**src/rdcmd_pkg.sv**
```systemverilog
// Package for the extended read command decoder: offsets, fields, codes.
// Assumes an APB master for software and a simple media/host stream around it.
// Summary of operation
// RQ1: Command code 25h starts the extended DMA read from media to host.
// RQ2: Command code 60h starts the queued first-party DMA read.
// RQ3: Extended DMA read moves sector data in 16-bit words.
// RQ4: Host sets up its slave-DMA channel before issuing the extended read; the bench's zero-count read arms it after the command.
// RQ5: Every extended read data word is qualified by the DMA request signal.
// RQ6: Extended read raises exactly one interrupt per command at its end.
// RQ7: An uncorrectable error stops either read at the failing sector.
// RQ8: Extended read count: current byte bits 7:0, previous byte bits 15:8.
// RQ9: Extended read count of zero transfers 65,536 sectors.
// RQ10: 48-bit address: current bytes low 24 bits, previous bytes high 24 bits.
// RQ11: Queued read count comes from feature current and previous bytes.
// RQ12: Host gives each queued read a unique tag in count bits 7:3.
// RQ13: Host keeps queued tags within the reported maximum queue depth.
// RQ14: Force-media flag set makes the queued read always go to media.
// RQ15: Force-media flag clear lets the queued read use cached data.
// RQ16: Priority flag set asks for service ahead of normal commands.
// RQ17: After error, address registers report failing address by high-byte select.
// RQ18: At completion clear busy, set ready, set error bits on failure.
package rdcmd_pkg;
  // ==========================================================
  // Register map (byte addresses)
  localparam logic [7:0] ADDR_FEAT    = 8'h00;
  localparam logic [7:0] ADDR_COUNT   = 8'h04;
  localparam logic [7:0] ADDR_LBA_LO  = 8'h08;
  localparam logic [7:0] ADDR_LBA_MID = 8'h0c;
  localparam logic [7:0] ADDR_LBA_HI  = 8'h10;
  localparam logic [7:0] ADDR_DEVICE  = 8'h14;
  localparam logic [7:0] ADDR_COMMAND = 8'h18;
  localparam logic [7:0] ADDR_STATUS  = 8'h1c;
  localparam logic [7:0] ADDR_ERROR   = 8'h20;
  localparam logic [7:0] ADDR_CTRL    = 8'h24;
  localparam logic [7:0] ADDR_IRQ_ST  = 8'h28;
  localparam logic [7:0] ADDR_IRQ_MSK = 8'h2c;
  localparam logic [7:0] ADDR_INFO    = 8'h30;
  // ==========================================================
  // Command codes and field positions
  localparam logic [7:0] CMD_READ_EXT    = 8'h25;
  localparam logic [7:0] CMD_READ_QUEUED = 8'h60;
  localparam int TAG_LSB      = 3;
  localparam int FORCE_BIT    = 7;
  localparam int PRIO_BIT     = 7;
  localparam int HIGH_SEL_BIT = 7;
  // Status bits
  localparam int ST_BUSY  = 7;
  localparam int ST_READY = 6;
  localparam int ST_SEEK  = 4;
  localparam int ST_DRQ   = 3;
  localparam int ST_ERR   = 0;
  // Error cause bits
  localparam int ER_UNC   = 6;
  localparam int ER_ABORT = 2;
  // Interrupt status bits
  localparam int IRQ_DONE = 0;
  localparam int IRQ_FAIL = 1;
  localparam int IRQ_W    = 2;
  // ==========================================================
  // Sizes and reset values
  localparam int WORDS_PER_SECTOR = 256;
  localparam logic [16:0] ZERO_COUNT_SECTORS = 17'h10000;
  localparam logic [7:0]  STATUS_RESET = 8'h50;
  localparam logic [7:0]  ZERO8 = 8'h00;

  typedef enum logic [1:0] {
    RDCMD_IDLE = 2'b00,
    RDCMD_XFER = 2'b01,
    RDCMD_DONE = 2'b10
  } rdcmd_state_t;
endpackage : rdcmd_pkg

```
**src/rdcmd_shadow.sv**
```systemverilog
// Holds a current and previous byte pair for one command block register.
// Assumes single-cycle write strobes from the bus slave.
module rdcmd_shadow (
  input  wire logic       clk_i,
  input  wire logic       reset_n_i,
  input  wire logic       wr_i,
  input  wire logic [7:0] data_i,
  output logic      [7:0] cur_o,
  output logic      [7:0] prev_o
);
  import rdcmd_pkg::*;
  logic [7:0] next_cur;
  logic [7:0] next_prev;

  // Each write pushes the previous current byte into the previous slot
  always_comb begin
    next_cur  = cur_o;
    next_prev = prev_o;
    if (wr_i) begin
      next_prev = cur_o;
      next_cur  = data_i;
    end
  end

  always_ff @(posedge clk_i) begin
    if (!reset_n_i) begin
      cur_o  <= ZERO8;
      prev_o <= ZERO8;
    end else begin
      cur_o  <= next_cur;
      prev_o <= next_prev;
    end
  end
endmodule // rdcmd_shadow

```
**src/rdcmd_irq.sv**
```systemverilog
// Sticky interrupt status with mask; a read of the status clears it.
// Assumes event pulses of one cycle and a read strobe of one cycle.
module rdcmd_irq (
  input  wire logic                        clk_i,
  input  wire logic                        reset_n_i,
  input  wire logic [rdcmd_pkg::IRQ_W-1:0] event_i,
  input  wire logic                        rd_clear_i,
  input  wire logic                        mask_wr_i,
  input  wire logic [rdcmd_pkg::IRQ_W-1:0] mask_data_i,
  output logic      [rdcmd_pkg::IRQ_W-1:0] status_o,
  output logic      [rdcmd_pkg::IRQ_W-1:0] mask_o,
  output logic                             irq_o
);
  import rdcmd_pkg::*;
  logic [IRQ_W-1:0] next_status;
  logic [IRQ_W-1:0] next_mask;

  // A new event in the clearing cycle survives the clear
  always_comb begin
    next_status = (rd_clear_i ? '0 : status_o) | event_i;
    next_mask   = mask_wr_i ? mask_data_i : mask_o;
  end

  always_ff @(posedge clk_i) begin
    if (!reset_n_i) begin
      status_o <= '0;
      mask_o   <= '0;
    end else begin
      status_o <= next_status;
      mask_o   <= next_mask;
    end
  end

  assign irq_o = |(status_o & mask_o);
endmodule // rdcmd_irq

```
**src/rdcmd_decode.sv**
```systemverilog
// Top of the extended/queued read command decoder with APB slave.
// Assumes a media source streaming 16-bit words and a host DMA sink.
module rdcmd_decode (
  input  wire logic        clk_i,
  input  wire logic        reset_n_i,
  // APB slave
  input  wire logic        psel_i,
  input  wire logic        penable_i,
  input  wire logic        pwrite_i,
  input  wire logic [7:0]  paddr_i,
  input  wire logic [31:0] pwdata_i,
  output logic      [31:0] prdata_o,
  output logic             pready_o,
  output logic             pslverr_o,
  // Media side
  input  wire logic        media_valid_i,
  input  wire logic [15:0] media_data_i,
  input  wire logic        media_unc_i,
  input  wire logic        cache_hit_i,
  output logic             media_ready_o,
  output logic             media_force_o,
  output logic             prio_o,
  output logic [4:0]       tag_o,
  output logic [47:0]      start_lba_o,
  // Host DMA side
  output logic             dmarq_o,
  output logic [15:0]      dma_data_o,
  input  wire logic        dmack_i,
  output logic             irq_o
);
  import rdcmd_pkg::*;

  // ==========================================================
  // Bus decode
  logic setup_wr;
  logic access;
  logic wr_feat, wr_count, wr_lo, wr_mid, wr_hi, wr_dev, wr_cmd, wr_ctrl, wr_msk;
  logic rd_irq;
  logic [7:0] feat_cur, feat_prev, cnt_cur, cnt_prev;
  logic [7:0] lo_cur, lo_prev, mid_cur, mid_prev, hi_cur, hi_prev;
  logic [7:0] device_reg;
  logic [7:0] next_device;
  logic       high_byte_select;
  logic       next_high_sel;

  function automatic logic hit(input logic [7:0] a, input logic [7:0] ref_a);
    return a == ref_a;
  endfunction

  function automatic logic known(input logic [7:0] a);
    return hit(a, ADDR_FEAT) || hit(a, ADDR_COUNT) || hit(a, ADDR_LBA_LO) ||
           hit(a, ADDR_LBA_MID) || hit(a, ADDR_LBA_HI) || hit(a, ADDR_DEVICE) ||
           hit(a, ADDR_COMMAND) || hit(a, ADDR_STATUS) || hit(a, ADDR_ERROR) ||
           hit(a, ADDR_CTRL) || hit(a, ADDR_IRQ_ST) || hit(a, ADDR_IRQ_MSK) ||
           hit(a, ADDR_INFO);
  endfunction

  // Zero-wait slave: every access completes on its first access cycle
  assign access    = psel_i && penable_i;
  assign pready_o  = 1'b1;
  assign pslverr_o = access && !known(paddr_i);
  assign setup_wr  = access && pwrite_i;
  assign wr_feat   = setup_wr && hit(paddr_i, ADDR_FEAT);
  assign wr_count  = setup_wr && hit(paddr_i, ADDR_COUNT);
  assign wr_lo     = setup_wr && hit(paddr_i, ADDR_LBA_LO);
  assign wr_mid    = setup_wr && hit(paddr_i, ADDR_LBA_MID);
  assign wr_hi     = setup_wr && hit(paddr_i, ADDR_LBA_HI);
  assign wr_dev    = setup_wr && hit(paddr_i, ADDR_DEVICE);
  assign wr_cmd    = setup_wr && hit(paddr_i, ADDR_COMMAND);
  assign wr_ctrl   = setup_wr && hit(paddr_i, ADDR_CTRL);
  assign wr_msk    = setup_wr && hit(paddr_i, ADDR_IRQ_MSK);
  assign rd_irq    = access && !pwrite_i && hit(paddr_i, ADDR_IRQ_ST);

  rdcmd_shadow u_feat (.clk_i(clk_i), .reset_n_i(reset_n_i), .wr_i(wr_feat),
    .data_i(pwdata_i[7:0]), .cur_o(feat_cur), .prev_o(feat_prev));
  rdcmd_shadow u_count (.clk_i(clk_i), .reset_n_i(reset_n_i), .wr_i(wr_count),
    .data_i(pwdata_i[7:0]), .cur_o(cnt_cur), .prev_o(cnt_prev));
  rdcmd_shadow u_lo (.clk_i(clk_i), .reset_n_i(reset_n_i), .wr_i(wr_lo),
    .data_i(pwdata_i[7:0]), .cur_o(lo_cur), .prev_o(lo_prev));
  rdcmd_shadow u_mid (.clk_i(clk_i), .reset_n_i(reset_n_i), .wr_i(wr_mid),
    .data_i(pwdata_i[7:0]), .cur_o(mid_cur), .prev_o(mid_prev));
  rdcmd_shadow u_hi (.clk_i(clk_i), .reset_n_i(reset_n_i), .wr_i(wr_hi),
    .data_i(pwdata_i[7:0]), .cur_o(hi_cur), .prev_o(hi_prev));

  always_comb begin
    next_device   = wr_dev ? pwdata_i[7:0] : device_reg;
    next_high_sel = wr_ctrl ? pwdata_i[HIGH_SEL_BIT] : high_byte_select;
  end

  always_ff @(posedge clk_i) begin
    if (!reset_n_i) begin
      device_reg       <= ZERO8;
      high_byte_select <= 1'b0;
    end else begin
      device_reg       <= next_device;
      high_byte_select <= next_high_sel;
    end
  end

  // ==========================================================
  // Command engine
  rdcmd_state_t state, next_state;
  logic [16:0] sectors_left, next_sectors_left;
  logic [7:0]  word_cnt, next_word_cnt;
  logic [47:0] cur_lba, next_cur_lba;
  logic [47:0] fail_lba, next_fail_lba;
  logic        is_ext, next_is_ext;
  logic        force_media, next_force_media;
  logic        prio, next_prio;
  logic [4:0]  tag, next_tag;
  logic [7:0]  status_reg, next_status_reg;
  logic [7:0]  error_reg, next_error_reg;
  logic [15:0] dma_data, next_dma_data;
  logic        dma_full, next_dma_full;
  logic        ev_done, ev_fail;
  logic [15:0] new_count;
  logic [47:0] new_lba;
  logic        start;
  logic        take;
  logic        irq_dummy_unused;

  assign new_lba = {hi_prev, mid_prev, lo_prev, hi_cur, mid_cur, lo_cur}; // [RQ10]
  assign start   = wr_cmd && (state != RDCMD_XFER);
  // Stage register accepts a media word when empty or being drained
  assign take    = (state == RDCMD_XFER) && media_valid_i && !media_unc_i && (!dma_full || dmack_i);

  always_comb begin
    next_state        = state;
    next_sectors_left = sectors_left;
    next_word_cnt     = word_cnt;
    next_cur_lba      = cur_lba;
    next_fail_lba     = fail_lba;
    next_is_ext       = is_ext;
    next_force_media  = force_media;
    next_prio         = prio;
    next_tag          = tag;
    next_status_reg   = status_reg;
    next_error_reg    = error_reg;
    next_dma_data     = dma_data;
    next_dma_full     = dma_full && !dmack_i;
    ev_done           = 1'b0;
    ev_fail           = 1'b0;
    new_count         = 16'h0000;
    case (state)
      RDCMD_IDLE, RDCMD_DONE: begin
        next_state = RDCMD_IDLE;
        if (start) begin
          next_cur_lba   = new_lba;
          next_error_reg = ZERO8;
          next_status_reg = (status_reg | (8'h01 << ST_BUSY)) & ~(8'h01 << ST_ERR);
          next_word_cnt  = 8'h00;
          if (pwdata_i[7:0] == CMD_READ_EXT) begin // [RQ1]
            new_count         = {cnt_prev, cnt_cur}; // [RQ8]
            next_is_ext       = 1'b1;
            next_force_media  = 1'b0;
            next_prio         = 1'b0;
            // Zero means the full 65,536-sector span
            next_sectors_left = (new_count == 16'h0000) ? ZERO_COUNT_SECTORS : {1'b0, new_count}; // [RQ9]
            next_state        = RDCMD_XFER;
          end else if (pwdata_i[7:0] == CMD_READ_QUEUED) begin // [RQ2]
            new_count         = {feat_prev, feat_cur}; // [RQ11]
            next_is_ext       = 1'b0;
            next_tag          = cnt_cur[7:TAG_LSB];
            next_force_media  = device_reg[FORCE_BIT]; // [RQ14] [RQ15]
            next_prio         = cnt_prev[PRIO_BIT]; // [RQ16]
            next_sectors_left = (new_count == 16'h0000) ? ZERO_COUNT_SECTORS : {1'b0, new_count};
            next_state        = RDCMD_XFER;
          end else begin
            // Unknown command: abort at once
            next_error_reg[ER_ABORT] = 1'b1;
            next_status_reg = (status_reg & ~(8'h01 << ST_BUSY)) | (8'h01 << ST_READY) | (8'h01 << ST_ERR);
            ev_fail = 1'b1;
          end
        end
      end
      RDCMD_XFER: begin
        if (media_valid_i && media_unc_i) begin
          // Stop at the failing sector, latch its address
          next_fail_lba            = cur_lba; // [RQ7] [RQ17]
          next_error_reg[ER_UNC]   = 1'b1; // [RQ18]
          next_status_reg = (status_reg & ~(8'h01 << ST_BUSY)) | (8'h01 << ST_READY) | (8'h01 << ST_ERR);
          next_state = RDCMD_DONE;
          ev_done    = 1'b1; // [RQ6]
          ev_fail    = 1'b1;
        end else if (take) begin
          next_dma_data = media_data_i; // [RQ3]
          next_dma_full = 1'b1;
          next_word_cnt = word_cnt + 8'h01;
          if (word_cnt == 8'(WORDS_PER_SECTOR - 1)) begin
            next_cur_lba      = cur_lba + 48'h1;
            next_sectors_left = sectors_left - 17'h1;
            if (sectors_left == 17'h1) begin
              next_status_reg = (status_reg & ~(8'h01 << ST_BUSY)) | (8'h01 << ST_READY) | (8'h01 << ST_SEEK); // [RQ18]
              next_state = RDCMD_DONE;
              ev_done    = 1'b1; // [RQ6]
            end
          end
        end
      end
      default: next_state = RDCMD_IDLE;
    endcase
  end

  always_ff @(posedge clk_i) begin
    if (!reset_n_i) begin
      state        <= RDCMD_IDLE;
      sectors_left <= 17'h0;
      word_cnt     <= 8'h00;
      cur_lba      <= 48'h0;
      fail_lba     <= 48'h0;
      is_ext       <= 1'b0;
      force_media  <= 1'b0;
      prio         <= 1'b0;
      tag          <= 5'h00;
      status_reg   <= STATUS_RESET;
      error_reg    <= ZERO8;
      dma_data     <= 16'h0000;
      dma_full     <= 1'b0;
    end else begin
      state        <= next_state;
      sectors_left <= next_sectors_left;
      word_cnt     <= next_word_cnt;
      cur_lba      <= next_cur_lba;
      fail_lba     <= next_fail_lba;
      is_ext       <= next_is_ext;
      force_media  <= next_force_media;
      prio         <= next_prio;
      tag          <= next_tag;
      status_reg   <= next_status_reg;
      error_reg    <= next_error_reg;
      dma_data     <= next_dma_data;
      dma_full     <= next_dma_full;
    end
  end

  // Cache may serve only when the force flag is clear
  assign media_ready_o = (state == RDCMD_XFER) && (!dma_full || dmack_i);
  assign media_force_o = force_media || !cache_hit_i;
  assign prio_o        = prio;
  assign tag_o         = tag;
  assign start_lba_o   = cur_lba;
  assign dmarq_o       = dma_full; // [RQ5]
  assign dma_data_o    = dma_data;

  // ==========================================================
  // Interrupts and read-back
  logic [IRQ_W-1:0] irq_st, irq_msk, irq_ev;
  assign irq_ev = {ev_fail, ev_done} & {IRQ_W{1'b1}};
  assign irq_dummy_unused = is_ext;

  rdcmd_irq u_irq (
    .clk_i      (clk_i),
    .reset_n_i  (reset_n_i),
    .event_i    (irq_ev),
    .rd_clear_i (rd_irq),
    .mask_wr_i  (wr_msk),
    .mask_data_i(pwdata_i[IRQ_W-1:0]),
    .status_o   (irq_st),
    .mask_o     (irq_msk),
    .irq_o      (irq_o)
  );

  // High-byte select picks the upper address bytes of the failing sector
  always_comb begin
    prdata_o = 32'h0;
    if (access && !pwrite_i) begin
      case (paddr_i)
        ADDR_FEAT:    prdata_o = {24'h0, feat_cur};
        ADDR_COUNT:   prdata_o = {24'h0, cnt_cur};
        ADDR_LBA_LO:  prdata_o = {24'h0, high_byte_select ? fail_lba[31:24] : fail_lba[7:0]}; // [RQ17]
        ADDR_LBA_MID: prdata_o = {24'h0, high_byte_select ? fail_lba[39:32] : fail_lba[15:8]};
        ADDR_LBA_HI:  prdata_o = {24'h0, high_byte_select ? fail_lba[47:40] : fail_lba[23:16]};
        ADDR_DEVICE:  prdata_o = {24'h0, device_reg};
        ADDR_STATUS:  prdata_o = {24'h0, status_reg[7:4], dma_full, status_reg[2:0]};
        ADDR_ERROR:   prdata_o = {24'h0, error_reg};
        ADDR_CTRL:    prdata_o = {24'h0, high_byte_select, 7'h00};
        ADDR_IRQ_ST:  prdata_o = {30'h0, irq_st};
        ADDR_IRQ_MSK: prdata_o = {30'h0, irq_msk};
        ADDR_INFO:    prdata_o = {15'h0, sectors_left};
        default:      prdata_o = 32'h0;
      endcase
    end
  end
endmodule // rdcmd_decode

```
**config.mk**
```make
export PLATFORM = sky130hd
export DESIGN_NAME = rdcmd_decode
export DESIGN_NICKNAME = d
export VERILOG_FILES = /design/src/rdcmd_pkg.sv /design/src/rdcmd_shadow.sv /design/src/rdcmd_irq.sv /design/src/rdcmd_decode.sv
export SDC_FILE = /design/constraint.sdc
export NUM_CORES = 1
export LEC_CHECK = 0
export BUFFER_PORTS_ARGS = -buffer_cell sky130_fd_sc_hd__buf_2
export CAP_MARGIN = 20
export CORE_MARGIN = 8
export CORE_UTILIZATION = 37
export DETAILED_ROUTE_END_ITERATION = 16
export PLACE_DENSITY = 0.53
export SYNTH_ARGS = -nofsm -noshare
export SYNTH_HDL_FRONTEND = slang
export SYNTH_SLANG_ARGS = --single-unit
```
**constraint.sdc**
```tcl
create_clock -name clk_i -period 3.4 [get_ports clk_i]
set_clock_uncertainty 0.05 [all_clocks]
set_input_delay 0.17 -clock clk_i [delete_from_list [all_inputs] [get_ports clk_i]]
set_output_delay 0.17 -clock clk_i [all_outputs]
set_load 0.1 [all_outputs]
```
==> Flow_metrics.wiki <==
{| class="wikitable"
! Metric !! Value
|-
| Die area || 38400 um^2
|-
| Count of flip-flops with a built-in enable after synthesis || 0
|-
| Post-detailed-route wirelength per cell || around 21 um
|-
| Count of synthesis-stage warnings from yosys || 0
|-
| Biggest area contributors in the synthesized netlist || dfxtp_1 41%, nand2_1 13%, a21oi_1 9.1%, clkbuf_1 3.5%, nor2_1 3.2%
|-
| Power Density || between 400 and 500 nW/um^2
|-
| Setup CP Type || flip-flop to flip-flop
|-
| Combined area of the multi-input logic cells || 6529 um^2
|-
| Via count || ~12000
|-
| Leading register cell type out of synthesis || dfxtp_1
|-
| Crit share post-route || 88.35%
|-
| Final number of hold-violating endpoints || 0
|-
| Signed area change from the synthesized netlist to the final layout || 21.53%
|-
| Initial DRC Count || approximately 1200
|-
| Master cell of the clock root buffer || clkbuf_16
|-
| Peak fanout along the critical path || 37
|-
| Netlist area before placement || 11980 um^2
|-
| Setup violators final || 0
|-
| Instance count after placement with tap cells included || approximately 2100
|-
| Number of buffers inserted during clock tree synthesis || 29
|-
| Path length in cells of the critical path || 6
|-
| Via count of the first global-routing pass || about 12000
|-
| Endpoint with the worst hold slack || u_hi.cur_o[7]$_SDFFE_PN0P_
|-
| Detailed placement HPWL || 31980 um
|-
| Mapped Avg Cell Area || roughly 7.4 um^2
|-
| Placeable Area || ~32000 um^2
|-
| Clock insertion delay at the later pin of the skew report || 0.57 ns
|-
| Smallest hold slack || ~0.020 ns
|-
| Final standard cell count with taps included and fillers excluded || between 2000 and 2500
|-
| Number of buffers added on ports || approximately 130
|-
| Time the final worst path needs with I/O delays and setup || between 3 and 4 ns
|-
| Register area share after synthesis || 41.09%
|-
| Die height || 196.0 um
|-
| Cell class contributing the biggest share of worst-path delay || simple AND/OR/NAND/NOR gates
|-
| Critical path buffers and inverters || 1
|-
| List of cells traversed by the critical path || nor4bb_1 > nand2_1 > a21o_2 > buf_4 > a21o_1 > a32o_1
|-
| Level count of the clock H-tree || 1
|-
| Pre-Repair DR Iteration Count || 6
|-
| Detail-routed via count per cell || 5.705
|-
| Arr. time, crit path || roughly 3.4 ns
|-
| Row Count || 66
|-
| # Max-Cap Violations || 0
|-
| Antenna Nets Post-Route || 0
|-
| Standby leakage power || slightly above 5 nW
|-
| Antenna diode instance count || 0
|-
| Slew at the pin closest to its max-slew limit || roughly 0.85 ns
|-
| Cell depth of the worst min-delay path || 3
|-
| Gp weighted congestion || slightly above 0.9
|-
| Clock transition at the register clock pins on the worst setup and hold paths after CTS || around 0.06 ns
|-
| Start point of the worst hold path || pwdata_i[7]
|-
| Crit path capture type || flip-flop
|-
| Area taken by flip-flops and latches || just under 5000 um^2
|-
| Total global routing track utilization || around a quarter
|-
| Number of top-level pins || approximately 170
|-
| Async SR Flop Fraction || 0%
|-
| Mapped Cells || about 1600
|-
| Fraction of layout cells with a size suffix above 1 || ~15%
|-
| Final sum of negative setup slack || 0 ns
|-
| DRC Markers || 0
|-
| CTS tree || built
|-
| Setup slack of the most critical reg-to-reg path || 0.40 ns
|-
| Overall overflow remaining after global route || 0
|-
| Startpoint of the most critical register-to-register path || state[0]$_SDFFE_PN0P_
|-
| Global-route wire length before repair || 70940 um
|-
| Path class of the lowest-slack min-delay path || input pin to flip-flop
|-
| RR Endpoint || start_lba_o[21]$_SDFFE_PN0P_
|-
| Flop and latch count out of synthesis || around 250
|-
| Maximum clock insertion buffer count || 3
|-
| Layout Nets || roughly 1800
|-
| Startpoint types || flip-flop
|-
| Most common library cell in the layout ignoring fill and taps || nand2_1
|-
| Cell at the slowest stage of the critical path || nor4bb_1
|-
| Synth cell types || 67
|-
| Effective utilization at floorplan || a little under two fifths
|-
| Critical path required time || 3.80 ns
|-
| Cell taking the most area after synthesis || dfxtp_1
|-
| Slowest cell delay on critical path || between 0.6 and 0.7 ns
|-
| Peak ir drop on the vdd network || just over 0.0004 V
|-
| Final number of max-transition violations || 0
|-
| Top library cells by usage in the layout, fill and taps aside || 418 x nand2_1, 246 x dfxtp_1, 218 x a21oi_1, 124 x buf_2, 100 x nor2_1
|-
| Total Wirelength || around 47000 um
|-
| Fmax achieved || 332.9 MHz
|-
| Chip Width || just under 200 um
|-
| # clock sinks || ~250
|-
| Final Core Density || 45.22%
|-
| R2R depth || 6
|-
| Fillers || approximately 3300
|-
| Slew Limit Headroom || a little over two fifths
|-
| Status || finished, final reports clean
|-
| Fraction of synthesized cell area taken by the top area cell type || 41.09%
|-
| Unrepaired setup endpoints after global routing || false
|-
| Number of antenna violations at the first check in global routing || 0
|-
| Pin count of the biggest net entering global routing || slightly above 100
|}
==> where the power goes <==
part	internal (mW)	leakage, nW	total (mW)	switching (mW)
Sequential	2.88	1.98	2.88	0.000349
Clock	2.13	0.519	3.46	1.33
Combinational	0.0571	2.60	0.285	0.228
Total	5.07	5.10	6.63	1.56
==> layer usage <==
metal,track usage (%),part of all wire (%),up-vias
li1,-,-,5986
met1,32.55,46,5928
met2,35.76,44,449
met3,5.243,8.1,74
met4,6.401,2.3,0
met5,0,0,-
==> metrics by stage <==
step           setup slack, ns  power, mW  area [um^2]
6_report                0.3959      6.628        14560
5_1_grt                 0.2550      6.808        14560
4_1_cts                 0.4022      6.680        14560
3_5_place_dp            0.4203      3.206        13250
3_3_place_gp            0.4451      3.205        13250
2_1_floorplan          0.06838      3.124        12040
==> synthesized netlist by cell type (all sizes together) (3+ instances only) <==
| master | count |
|---|---|
| inv | 13 |
| a32o | 6 |
| and3 | 19 |
| dfxtp | 246 |
| or3 | 9 |
| a22oi | 25 |
| o31a | 6 |
| a222oi | 3 |
| nor3 | 34 |
| o21a | 9 |
| xor2 | 5 |
| nor2b | 6 |
| o21ai | 70 |
| a221oi | 12 |
| nand2 | 418 |
| mux2 | 5 |
| and2 | 7 |
| o22ai | 8 |
| a22o | 7 |
| nor2 | 101 |
| nand4b | 3 |
| o211ai | 8 |
| a21o | 4 |
| buf | 29 |
| nor4b | 3 |
| o41ai | 3 |
| clkbuf | 111 |
| a221o | 3 |
| or4 | 9 |
| and4 | 5 |
| nand3b | 3 |
| nand3 | 69 |
| nand2b | 5 |
| nor4 | 24 |
| a211o | 3 |
| a32oi | 5 |
| ha | 4 |
| nor3b | 3 |
| a21oi | 219 |
| a31oi | 22 |
| o31ai | 13 |
| mux2i | 28 |
| nand4 | 20 |
| or4b | 3 |
==> worst min-delay path, cell delays in order <==
cell and delay, ns:
buf_2 0.24, nand2_1 0.11, a21oi_1 0.05
==> worst max-delay path by stage <==
stage                           from                            to  slack [ns]
3_5_place_dp   state[0]$_SDFFE_PN0P_  start_lba_o[21]$_SDFFE_PN0P_        0.42
5_1_grt        state[0]$_SDFFE_PN0P_   start_lba_o[3]$_SDFFE_PN0P_        0.26
2_1_floorplan             paddr_i[7]                   prdata_o[3]        0.07
4_1_cts        state[0]$_SDFFE_PN0P_  start_lba_o[21]$_SDFFE_PN0P_        0.40
6_report       state[0]$_SDFFE_PN0P_  start_lba_o[21]$_SDFFE_PN0P_        0.40
3_3_place_gp              paddr_i[4]  start_lba_o[21]$_SDFFE_PN0P_        0.45
==> layout make-up <==
| class | count | area share [%] |
|---|---|---|
| clock buffer | 36 | 5.507 |
| clock inverter | 17 | 1.796 |
| inverter | 14 | 0.3952 |
| multi-input combinational | 1244 | 44.83 |
| sequential | 246 | 33.81 |
| tap | 408 | 3.505 |
| timing repair buffer | 215 | 10.15 |
==> timing repair <==
| item | 4_1_cts | 5_1_grt |
|---|---|---|
| hold buffers | 25 | 0 |
| gates resized for setup | 0 | 0 |
| hold endpoints to repair | 28 | 0 |
| setup endpoints to repair | 0 | 0 |
| buffers inserted | 0 | 0 |
==> logic make-up (layout without fill, tap and decap cells) <==
logic type	count (synthesis)	in the layout	synth area share, %
AND/OR/NAND/NOR	746	746	27.68
flip-flops	246	246	41.09
AO/OA/AOI/OAI	440	440	22.16
buffers and inverters	154	282	5.419
multiplexers	33	33	2.808
adder cells (fa/ha/maj)	4	4	0.4176
other	2	16	0.06267
XOR/XNOR	5	5	0.3654
Note: power is estimated with default switching activity, not from simulation.
